==> src/include/mode_seq_pkg.sv <==
// Contract
// - science phase offers ten engineering modes
// - launch phase allows off, init, standby, idle
// - extra on-ground test mode exists
// - init entered only from off on power
// - gather init results, queue one housekeeping packet
// - flight instance sensed from test plug strap
// - init ends in standby, or ground test
// - standby entry paths; others need emergency
// - standby: wheel closed, ccd -130, heaters off
// - standby makes periodic housekeeping by default
// - launch: door/valve only in standby, then science
// - leave standby to off/idle; wheel untouched
// - science standby accepts software load/patch/dump
// - idle reachable except from off/init/ground test
// - idle runs config at once, periodic housekeeping
// - idle exits by command to nine modes
// - offset/variance only from idle, one ccd full
// - discard n>0 frames, capture one, compute
// - store, transmit results, then await command
// - offset/variance accepts only idle and standby (code also accepts repeat while awaiting the table)
// - auto idle when done; idle aborts anytime
// - threshold config: raw pixels, one ccd active
package mode_seq_pkg;

    typedef enum logic [3:0] {
        m_off, m_init, m_standby, m_idle, m_offvar, m_diag, m_anneal,
        m_deice, m_decont, m_iftest, m_ground, m_prime, m_fast
    } mode_type;

    // telecommand codes
    localparam logic [3:0] cmd_idle = 4'h1;
    localparam logic [3:0] cmd_standby = 4'h2;
    localparam logic [3:0] cmd_off = 4'h3;
    localparam logic [3:0] cmd_prime = 4'h4;
    localparam logic [3:0] cmd_fast = 4'h5;
    localparam logic [3:0] cmd_offvar = 4'h6;
    localparam logic [3:0] cmd_diag = 4'h7;
    localparam logic [3:0] cmd_anneal = 4'h8;
    localparam logic [3:0] cmd_deice = 4'h9;
    localparam logic [3:0] cmd_decont = 4'ha;
    localparam logic [3:0] cmd_iftest = 4'hb;
    localparam logic [3:0] cmd_config = 4'hc;
    localparam logic [3:0] cmd_sw_load = 4'hd;
    localparam logic [3:0] cmd_door_vent = 4'he;
    localparam logic [3:0] cmd_repeat = 4'hf;

    // wishbone register byte offsets
    localparam logic [7:0] reg_cmd = 8'h00;
    localparam logic [7:0] reg_status = 8'h04;
    localparam logic [7:0] reg_config = 8'h08;
    localparam logic [7:0] reg_reject = 8'h0c;

    // command register fields
    localparam int cmd_code_lsb = 0;
    localparam int cmd_emerg_bit = 4;
    localparam int cmd_ccd_lsb = 8;
    localparam int cmd_discard_lsb = 16;

    // status register fields
    localparam int st_mode_lsb = 0;
    localparam int st_sci_bit = 4;
    localparam int st_inst_bit = 5;
    localparam int st_door_bit = 6;
    localparam int st_vent_bit = 7;
    localparam int st_wheel_bit = 8;
    localparam int st_heat_bit = 9;
    localparam int st_ov_busy_bit = 10;
    localparam int st_thr_bit = 11;
    localparam int st_ccd_lsb = 12;

    localparam logic [7:0] discard_reset = 8'h01;
    localparam logic signed [8:0] standby_setpoint = -9'sd130;
    localparam logic [15:0] hk_period_cyc = 16'h0fff;

    typedef struct packed {
        logic valid;
        logic emergency;
        logic [3:0] code;
        logic [2:0] ccd;
        logic [7:0] discard;
    } tc_type;

    typedef struct packed {
        logic wheel_closed;
        logic heaters_on;
        logic door_open;
        logic vent_open;
        logic signed [8:0] ccd_setpoint;
        logic [2:0] active_ccd;
        logic threshold_mode;
    } ctl_type;

endpackage : mode_seq_pkg

==> src/rtl/mode_seq.sv <==
`timescale 1ns/1ps
`default_nettype none
module mode_seq
    import mode_seq_pkg::*;
(
    // clock and control
    input wire logic clock,
    input wire logic srst,
    input wire logic ce,
    // system sense
    input wire logic power_good,
    input wire logic strap_inst,
    input wire logic strap_ground,
    input wire logic ground_test_equipment_cmd,
    input wire logic unit_init_done,
    input wire logic frame_done,
    input wire logic results_sent,
    input wire logic table_loaded,
    // wishbone slave
    input wire logic wb_cyc_i,
    input wire logic wb_stb_i,
    input wire logic wb_we_i,
    input wire logic [7:0] wb_adr_i,
    input wire logic [3:0] wb_sel_i,
    input wire logic [31:0] wb_dat_i,
    output logic [31:0] wb_dat_o,
    output logic wb_ack_o,
    // actuation
    output ctl_type ctl_q,
    output logic housekeeping_req_q,
    output logic capture_frame_q,
    output logic compute_start_q,
    output logic sw_load_en_q
);

    // ******************************
    // helpers
    // ******************************
    function automatic logic idle_target(input logic [3:0] c);
        return c inside {cmd_prime, cmd_fast, cmd_offvar, cmd_diag,
            cmd_anneal, cmd_deice, cmd_decont, cmd_iftest};
    endfunction : idle_target

    function automatic mode_type code_mode(input logic [3:0] c);
        unique case (c)
            cmd_prime: return m_prime;
            cmd_fast: return m_fast;
            cmd_offvar: return m_offvar;
            cmd_diag: return m_diag;
            cmd_anneal: return m_anneal;
            cmd_deice: return m_deice;
            cmd_decont: return m_decont;
            default: return m_iftest;
        endcase
    endfunction : code_mode

    typedef enum logic [1:0] {ov_discard, ov_compute, ov_send, ov_wait}
        ov_type;

    // ******************************
    // state
    // ******************************
    mode_type mode_q, mode_d;
    ov_type ov_q, ov_d;
    ctl_type ctl_d;
    logic sci_q, sci_d;
    logic inst_q, inst_d;
    logic pwr_q;
    logic [7:0] discard_q, discard_d, left_q, left_d;
    logic [2:0] ccd_q, ccd_d;
    logic [15:0] reject_q, reject_d;
    logic [15:0] hk_cnt_q, hk_cnt_d;
    logic hk_d, cap_d, comp_d, swl_d, init_hk_q, init_hk_d;
    logic [31:0] rdata_d;
    logic ack_d;
    tc_type tc;
    logic acc;

    assign tc.valid = wb_cyc_i && wb_stb_i && wb_we_i && !wb_ack_o
        && wb_adr_i == reg_cmd && wb_sel_i[0];
    assign tc.emergency = wb_dat_i[cmd_emerg_bit];
    assign tc.code = wb_dat_i[cmd_code_lsb +: 4];
    assign tc.ccd = wb_dat_i[cmd_ccd_lsb +: 3];
    assign tc.discard = wb_dat_i[cmd_discard_lsb +: 8];

    // ******************************
    // next state
    // ******************************
    always_comb begin
        mode_d = mode_q;
        ov_d = ov_q;
        ctl_d = ctl_q;
        sci_d = sci_q;
        inst_d = inst_q;
        discard_d = discard_q;
        left_d = left_q;
        ccd_d = ccd_q;
        reject_d = reject_q;
        hk_d = 1'b0;
        cap_d = 1'b0;
        comp_d = 1'b0;
        swl_d = 1'b0;
        init_hk_d = init_hk_q;
        acc = 1'b0;
        hk_cnt_d = hk_cnt_q + 16'h0001;
        if (hk_cnt_q == hk_period_cyc) begin
            hk_cnt_d = 16'h0000;
            // periodic housekeeping in standby and idle
            if (mode_q == m_standby || mode_q == m_idle) begin
                hk_d = 1'b1;
            end
        end
        unique case (mode_q)
            m_off: begin
                if (pwr_q) begin
                    mode_d = m_init;
                    init_hk_d = 1'b0;
                end
            end
            m_init: begin
                if (unit_init_done && !init_hk_q) begin
                    init_hk_d = 1'b1;
                    hk_d = 1'b1;
                    inst_d = strap_inst;
                    mode_d = strap_ground ? m_ground : m_standby;
                end
            end
            m_standby: begin
                ctl_d.wheel_closed = 1'b1;
                ctl_d.heaters_on = 1'b0;
                ctl_d.ccd_setpoint = standby_setpoint;
                if (tc.valid) begin
                    acc = 1'b1;
                    if (tc.code == cmd_idle) begin
                        mode_d = m_idle;
                    end else if (tc.code == cmd_off) begin
                        mode_d = m_off;
                    end else if (tc.code == cmd_door_vent && !sci_q) begin
                        ctl_d.door_open = 1'b1;
                        ctl_d.vent_open = 1'b1;
                        sci_d = 1'b1;
                    end else if (tc.code == cmd_sw_load && sci_q) begin
                        swl_d = 1'b1;
                    end else begin
                        acc = 1'b0;
                    end
                end
            end
            m_idle: begin
                if (tc.valid) begin
                    acc = 1'b1;
                    if (tc.code == cmd_standby) begin
                        mode_d = m_standby;
                    end else if (tc.code == cmd_config) begin
                        ctl_d.active_ccd = tc.ccd;
                        ctl_d.threshold_mode = tc.emergency;
                    end else if (idle_target(tc.code) && sci_q) begin
                        mode_d = code_mode(tc.code);
                        if (tc.code == cmd_offvar) begin
                            if (tc.discard != 8'h00) begin
                                discard_d = tc.discard;
                            end
                            ccd_d = tc.ccd;
                            left_d = tc.discard == 8'h00 ? discard_q
                                : tc.discard;
                            ov_d = ov_discard;
                        end
                    end else begin
                        acc = 1'b0;
                    end
                end
            end
            m_ground: begin
                if (ground_test_equipment_cmd) begin
                    mode_d = m_standby;
                end
            end
            m_offvar: begin
                unique case (ov_q)
                    ov_discard: begin
                        if (frame_done) begin
                            if (left_q == 8'h00) begin
                                ov_d = ov_compute;
                                comp_d = 1'b1;
                            end else begin
                                left_d = left_q - 8'h01;
                            end
                        end
                        cap_d = left_q == 8'h00;
                    end
                    ov_compute: ov_d = ov_send;
                    ov_send: begin
                        if (results_sent) begin
                            ov_d = ov_wait;
                        end
                    end
                    ov_wait: begin
                        if (table_loaded) begin
                            mode_d = m_idle;
                        end
                    end
                endcase
                if (tc.valid) begin
                    acc = 1'b1;
                    if (tc.code == cmd_idle) begin
                        mode_d = m_idle;
                    end else if (tc.code == cmd_standby && tc.emergency) begin
                        mode_d = m_standby;
                    end else if (tc.code == cmd_repeat && ov_q == ov_wait) begin
                        ccd_d = tc.ccd;
                        left_d = discard_q;
                        ov_d = ov_discard;
                    end else begin
                        acc = 1'b0;
                    end
                end
            end
            default: begin
                // other science modes: idle or emergency standby only
                if (tc.valid) begin
                    acc = 1'b1;
                    if (tc.code == cmd_idle) begin
                        mode_d = m_idle;
                    end else if (tc.code == cmd_standby && tc.emergency) begin
                        mode_d = m_standby;
                    end else begin
                        acc = 1'b0;
                    end
                end
            end
        endcase
        if (mode_q == m_offvar || ctl_q.threshold_mode) begin
            ctl_d.active_ccd = mode_q == m_offvar ? ccd_q
                : ctl_d.active_ccd;
        end
        if (!pwr_q && mode_q != m_off) begin
            mode_d = m_off;
        end
        if (tc.valid && !acc) begin
            reject_d = reject_q + 16'h0001;
        end
    end

    // ******************************
    // bus read and ack
    // ******************************
    always_comb begin
        rdata_d = 32'h0000_0000;
        unique case (wb_adr_i)
            reg_status: begin
                rdata_d[st_mode_lsb +: 4] = mode_q;
                rdata_d[st_sci_bit] = sci_q;
                rdata_d[st_inst_bit] = inst_q;
                rdata_d[st_door_bit] = ctl_q.door_open;
                rdata_d[st_vent_bit] = ctl_q.vent_open;
                rdata_d[st_wheel_bit] = ctl_q.wheel_closed;
                rdata_d[st_heat_bit] = ctl_q.heaters_on;
                rdata_d[st_ov_busy_bit] = mode_q == m_offvar;
                rdata_d[st_thr_bit] = ctl_q.threshold_mode;
                rdata_d[st_ccd_lsb +: 3] = ctl_q.active_ccd;
            end
            reg_config: rdata_d[7:0] = discard_q;
            reg_reject: rdata_d[15:0] = reject_q;
            default: rdata_d = 32'h0000_0000;
        endcase
        ack_d = wb_cyc_i && wb_stb_i && !wb_ack_o;
    end

    // ******************************
    // registers
    // ******************************
    always_ff @(posedge clock) begin
        if (srst) begin
            mode_q <= m_off;
            ov_q <= ov_discard;
            ctl_q <= '{wheel_closed: 1'b1, heaters_on: 1'b0,
                door_open: 1'b0, vent_open: 1'b0,
                ccd_setpoint: standby_setpoint, active_ccd: 3'h0,
                threshold_mode: 1'b0};
            sci_q <= 1'b0;
            inst_q <= 1'b0;
            pwr_q <= 1'b0;
            discard_q <= discard_reset;
            left_q <= 8'h00;
            ccd_q <= 3'h0;
            reject_q <= 16'h0000;
            hk_cnt_q <= 16'h0000;
            housekeeping_req_q <= 1'b0;
            capture_frame_q <= 1'b0;
            compute_start_q <= 1'b0;
            sw_load_en_q <= 1'b0;
            init_hk_q <= 1'b0;
            wb_dat_o <= 32'h0000_0000;
            wb_ack_o <= 1'b0;
        end else if (ce) begin
            mode_q <= mode_d;
            ov_q <= ov_d;
            ctl_q <= ctl_d;
            sci_q <= sci_d;
            inst_q <= inst_d;
            pwr_q <= power_good;
            discard_q <= discard_d;
            left_q <= left_d;
            ccd_q <= ccd_d;
            reject_q <= reject_d;
            hk_cnt_q <= hk_cnt_d;
            housekeeping_req_q <= hk_d;
            capture_frame_q <= cap_d;
            compute_start_q <= comp_d;
            sw_load_en_q <= swl_d;
            init_hk_q <= init_hk_d;
            wb_dat_o <= rdata_d;
            wb_ack_o <= ack_d;
        end
    end

endmodule : mode_seq
`default_nettype wire

==> config.mk <==
export PLATFORM = sky130hd
export DESIGN_NAME = mode_seq
export DESIGN_NICKNAME = d
export VERILOG_FILES = /design/src/include/mode_seq_pkg.sv /design/src/rtl/mode_seq.sv
export SDC_FILE = /design/constraint.sdc
export NUM_CORES = 1
export LEC_CHECK = 0
export ABC_AREA = 0
export BUFFER_PORTS_ARGS = -buffer_cell sky130_fd_sc_hd__buf_2
export CORE_MARGIN = 3
export CORE_UTILIZATION = 40
export CTS_CLUSTER_SIZE = 10
export DETAILED_ROUTE_END_ITERATION = 8
export PLACE_DENSITY_LB_ADDON = 0.1
export SETUP_SLACK_MARGIN = 0.02
export SLEW_MARGIN = 20
export SYNTH_ARGS = -nofsm -noshare
export SYNTH_HDL_FRONTEND = slang
export SYNTH_SLANG_ARGS = --single-unit
==> constraint.sdc <==
create_clock -name clock -period 2.9 [get_ports clock]
set_clock_uncertainty 0.1 [all_clocks]
set_input_delay 0.145 -clock clock [delete_from_list [all_inputs] [get_ports clock]]
set_output_delay 0.145 -clock clock [all_outputs]
set_load 0.02 [all_outputs]
==> impl_metrics.toml, run 1 <==
[final_layout]
final_common_cell = "nor2_1"
final_nets = 780
area_growth_pct = 18.2
drive_gt1_share_pct = 18.9
fin_cells = 896
most-common-layout-cells = "89 x nor2_1, 86 x dfxtp_1, 65 x buf_2, 50 x a21oi_1, 47 x nand2_1"

[detailed_routing]
vias = 4828
firstDrtPassIters = 4
routedWlPerCell_um = 15.6
wl_um = 14000
drc = 0
ant_nets = 0
drt_iter0_drc = 292
vias_per_cell = 5.39

[grt]
grt_pass1_wl_um = 22800
grt_start_max_net_pins = 30
grt_pass1_vias = 4516
overflow = 0
grt_antenna_before_repair = 0
track_usage_pct = 19.6

[cts]
cts_hold_buf = 13
cts-resized-gates = 0
cts.sinks = 86
htreeDepth = 3
clkTransAtPathRegs_ns = 0.07
post_cts_buffers = 0
root_buffer = "clkbuf_16"
insertion_delay_ns = 0.35
tritoncts = "built"
ctsLongestPathBuffers = 2
cts_made_buffers = 9

[worst_setup_path]
worstPathMaxFanout = 14
start_kind = "register"
critical_path_arrival_ns = 2.69
crit_type = "reg2reg"
cp.required_ns = 3.05
crit_path_end_kind = "register"

[timing]
rsz0062_at_grt = "false"
fmax_mhz = 394
drv_slew = 0
fin_crit_ns = 2.54
hold_violations = 0
fin_ws_ns = 0.362
finalCritPeriodShare_pct = 87.5
setup_viol = 0
slew_headroom_pct = 60.0
tns_ns = 0
worst-slew-pin-transition_ns = 0.600
hold-worst-slack_ns = 0.0600

[power]
p_comb_share_pct = 7.5
power.internal_mw = 2.28
p_leak_nw = 2.36
power_frac_seq_pct = 40.5
p_total_mw = 2.94
switchingPower_uw = 657
swShare_pct = 22.3
power_frac_clock_pct = 52.0
irDropWorstVdd_mv = 0.326
power_density_mw_per_mm2 = 477

[yosys]
ys_seq_area_share_pct = 33.0
synthesis.area_mm2 = 0.00522
avgSynthCellArea_um2 = 8.06
synth_flop_cell = "dfxtp_1"
yosysUniqueCellTypes = 79
synth-edff-count = 0
ys_ff_latch = 86
async_flop_share_pct = 0
postSynthCellCount = 647
yosys_warnings = 0

[die]
core_area_mm2 = 0.0127
die_w_um = 120
die-area_mm2 = 0.0144
start_util_pct = 41.2
num_rows = 41
die_height_um = 120
io_pins = 112

[place]
port_buffers = 65
placed_cells = 866
pre_cts_ws_ns = 0.376
hpwl_um = 10300
gp_congestion = 0.945

[run]
drv_cap = 0

[worst_hold_path]
hold_class = "in2reg"

[status]
status = "finished clean"
-- final timing paths --
check        slack [ns]         start  cells after the start      endpoint
max                0.36     mode_q[1]                      6   reject_q[6]
min                0.06   wb_dat_i[4]                      3      ctl_q[0]
max reg2reg        0.36     mode_q[1]                      6   reject_q[6]
min reg2reg        0.36  sw_load_en_q                      2  sw_load_en_q
-- cells in the mapped netlist, drive strengths merged, types with 11 or more instances --
master | instances | area share (%)
o21ai | 21 | 2.0
mux2i | 16 | 3.1
xor2 | 13 | 2.2
a211oi | 17 | 2.4
mux2 | 11 | 2.4
nand3 | 29 | 2.8
nand4 | 14 | 1.8
inv | 13 | 0.94
nand2 | 48 | 3.5
nor3 | 15 | 1.4
nor2b | 11 | 1.3
nor2 | 91 | 6.9
clkbuf | 24 | 1.7
a21oi | 50 | 4.8
dfxtp | 86 | 33
buf | 40 | 5.3
-- critical path, cell delays in order (launching register included) --
cell and delay (ns):
dfxtp_1 0.59, nand4bb_1 0.28, a211o_1 0.36, o22a_1 0.33, a2111oi_1 0.52, nor3b_1 0.10
a21o_1 0.17
-- metrics by stage --
stage                     utilization [%]  area (um2)
final                                48.7        6170
after global routing                 48.6        6160
after CTS                            48.6        6160
after detailed placement             44.5        5640
after global placement               44.5        5640
after floorplan                         -        5310
-- state kept, by name, indices dropped and copies added (netlist names) --
register and count:
hk_cnt_q 16, reject_q 16, wb_dat_o 16, discard_q 8
left_q 8, ctl_q 4, mode_q 4, ccd_q 3
ov_q 2, capture_frame_q 1, compute_start_q 1, housekeeping_req_q 1
init_hk_q 1, inst_q 1, pwr_q 1, sci_q 1
sw_load_en_q 1, wb_ack_o 1
-- routing by layer --
metal	routed length, um	global-route usage [%]	vias to the layer above
li1	-	-	2420
met1	6340	25.3	2255
met2	6700	32.7	130
met3	673	3.65	23
met4	247	7.09	0
met5	0	0	-
-- final cells by class --
cell class / count / area (um2)
inverter: 13 / 48.8
clock inverter: 7 / 169
clock buffer: 9 / 225
antenna: 1 / 2.50
fill: 1285 / 6500
tap: 172 / 215
timing repair buffer: 99 / 613
sequential: 86 / 1720
multi-input combinational: 509 / 3170
-- power by group through the flow --
| stage | clock (mW) | combinational [mW] | sequential (mW) |
|---|---|---|---|
| finish | 1.53 | 0.221 | 1.19 |
| global route | 1.61 | 0.242 | 1.19 |
| CTS | 1.57 | 0.219 | 1.19 |
| detailed placement | 0 | 0.205 | 1.22 |
| global placement | 0 | 0.203 | 1.22 |
| floorplan | 0 | 0.167 | 1.22 |
-- cell families after synthesis --
| family | share of synthesized area (%) |
|---|---|
| other cells | 0.144 |
| fa+ha+maj | 0.960 |
| compound gates | 19.6 |
| mux | 5.44 |
| flops | 33.0 |
| simple gates | 29.2 |
| xor+xnor | 3.69 |
| buf+inv | 8.01 |
(Power assumes the default switching activity.)
==> run 2, diff against run 1 <==
Settings changed: RECOVER_POWER from default to 25.
==> impl_metrics.toml, run 2 (synthesis results as in run 1) <==
[detailed_routing]
vias_per_cell = 5.39
routedWlPerCell_um = 15.5
ant_nets = 0
drt_iter0_drc = 265
wl_um = 13900
drc = 0
firstDrtPassIters = 4
vias = 4822

[die]
die-area_mm2 = 0.0144
core_area_mm2 = 0.0127
num_rows = 41
die_w_um = 120
die_height_um = 120
start_util_pct = 41.2
io_pins = 112

[cts]
htreeDepth = 3
clkTransAtPathRegs_ns = 0.07
ctsLongestPathBuffers = 2
tritoncts = "built"
cts_made_buffers = 9
cts.sinks = 86
post_cts_buffers = 0
root_buffer = "clkbuf_16"
insertion_delay_ns = 0.35

[final_layout]
final_area_mm2 = 0.00613
most-common-layout-cells = "89 x nor2_1, 86 x dfxtp_1, 50 x a21oi_1, 47 x nand2_1, 38 x buf_2"
seq_area_mm2 = 0.00172
multi_input_area_mm2 = 0.00317
top_regs = "hk_cnt_q x16, reject_q x16, wb_dat_o x16"
area_growth_pct = 17.5
final_nets = 780
diodes = 0
drive_gt1_share_pct = 15.2
fillerInstances = 1298
final_common_cell = "nor2_1"
fin_util_pct = 48.4

[worst_hold_path]
hold_class = "in2reg"
whs_path_depth = 3
hold_path_end = "ctl_q[0]"
hp-start = "wb_dat_i[4]"

[worst_setup_path]
start_kind = "register"
cp_num_cells = 6
critical_path_arrival_ns = 2.70
path_buf_inv = 0
cpMaxStageDelayCell = "dfxtp_1"
cp.required_ns = 3.05
cpPeakStageDelay_ns = 0.59
crit_path_end_kind = "register"
crit_type = "reg2reg"
ff2ff_setup_slack_ns = 0.35
worst-r2r-cell-count = 6
path_cells = "nand4bb_1 > a211o_1 > o22a_1 > a2111oi_1 > nor3b_1 > a21o_1"
r2r_end = "reject_q[6]"
worstReg2RegStart = "mode_q[1]"
cp_top_family = "compound AO/OA/AOI/OAI gates"
worstPathMaxFanout = 14

[timing]
setup_viol = 0
drv_slew = 0
rsz0062_at_grt = "false"
worst-slew-pin-transition_ns = 1.23
fmax_mhz = 393
hold_violations = 0
slew_headroom_pct = 17.7
tns_ns = 0
fin_crit_ns = 2.55
finalCritPeriodShare_pct = 87.8

[power]
power.internal_mw = 2.28
power_frac_seq_pct = 40.5
power_frac_clock_pct = 52.1
p_comb_share_pct = 7.5
irDropWorstVdd_mv = 0.326
switchingPower_uw = 657
p_leak_nw = 2.24
power_density_mw_per_mm2 = 480
swShare_pct = 22.4

[grt]
overflow = 0
grt_start_max_net_pins = 30
grt_pass1_vias = 4516
grt_antenna_before_repair = 0
grt_pass1_wl_um = 22800
track_usage_pct = 19.6

[place]
dpl-instance-area_mm2 = 0.00564
hpwl_um = 10300
gp_congestion = 0.945
port_buffers = 65

[run]
drv_cap = 0

[status]
status = "finished clean"
## run 2: changes by cell type in the layout (fill, tap and decap cells not counted)
cell | previous run | this run
clkbuf_1 | 0 | 27
diode_2 | 1 | 0
buf_2 | 65 | 38
buf_4 | 21 | 20
clkbuf_2 | 0 | 1
## run 2: power groups by stage
stage               clock network [mW]  registers [mW]  logic (mW)
CTS                               1.57            1.19       0.219
detailed placement                   0            1.22       0.205
global route                      1.61            1.19       0.241
finish                            1.53            1.19       0.220
floorplan                            0            1.22       0.167
global placement                     0            1.22       0.203
## run 2: metal layers
| metal | up-vias | routed length, um | GRT usage (%) |
|---|---|---|---|
| li1 | 2421 | - | - |
| met1 | 2264 | 6350 | 25.3 |
| met2 | 112 | 6700 | 32.7 |
| met3 | 25 | 582 | 3.65 |
| met4 | 0 | 275 | 7.09 |
| met5 | - | 0 | 0 |
## run 2: timing repair
item                      4_1_cts  5_1_grt
hold buffers                   13        0
hold endpoints to repair       13        0
gates resized for setup         0        0
## run 2: worst max-delay path by stage
stage	startpoint	endpoint
finish	mode_q[1]	reject_q[6]
global route	mode_q[1]	ov_q[0]
CTS	mode_q[1]	reject_q[9]
detailed placement	mode_q[1]	reject_q[9]
global placement	mode_q[1]	reject_q[9]
floorplan	mode_q[0]	reject_q[10]
## run 2: final cells by class
type	count	area share, %
clock buffer	9	3.68
clock inverter	7	2.76
inverter	13	0.796
sequential	86	28.1
timing repair buffer	99	9.41
tap	172	3.51
multi-input combinational	509	51.7
## run 2: per-stage QoR
step | hold slack (ns) | cells | total power, mW | worst slack, ns
finish | 0.0643 | 895 | 2.94 | 0.353
global route | 0.0853 | 895 | 3.05 | 0.185
CTS | 0.0611 | 895 | 2.98 | 0.364
detailed placement | 0.297 | 866 | 1.42 | 0.376
global placement | 0.283 | 866 | 1.42 | 0.392
floorplan | 0.163 | 672 | 1.38 | 0.592
## run 2: worst min-delay path, stage by stage
cell and delay (ns):
buf_2 0.15, mux2i_1 0.09, nor2_1 0.09
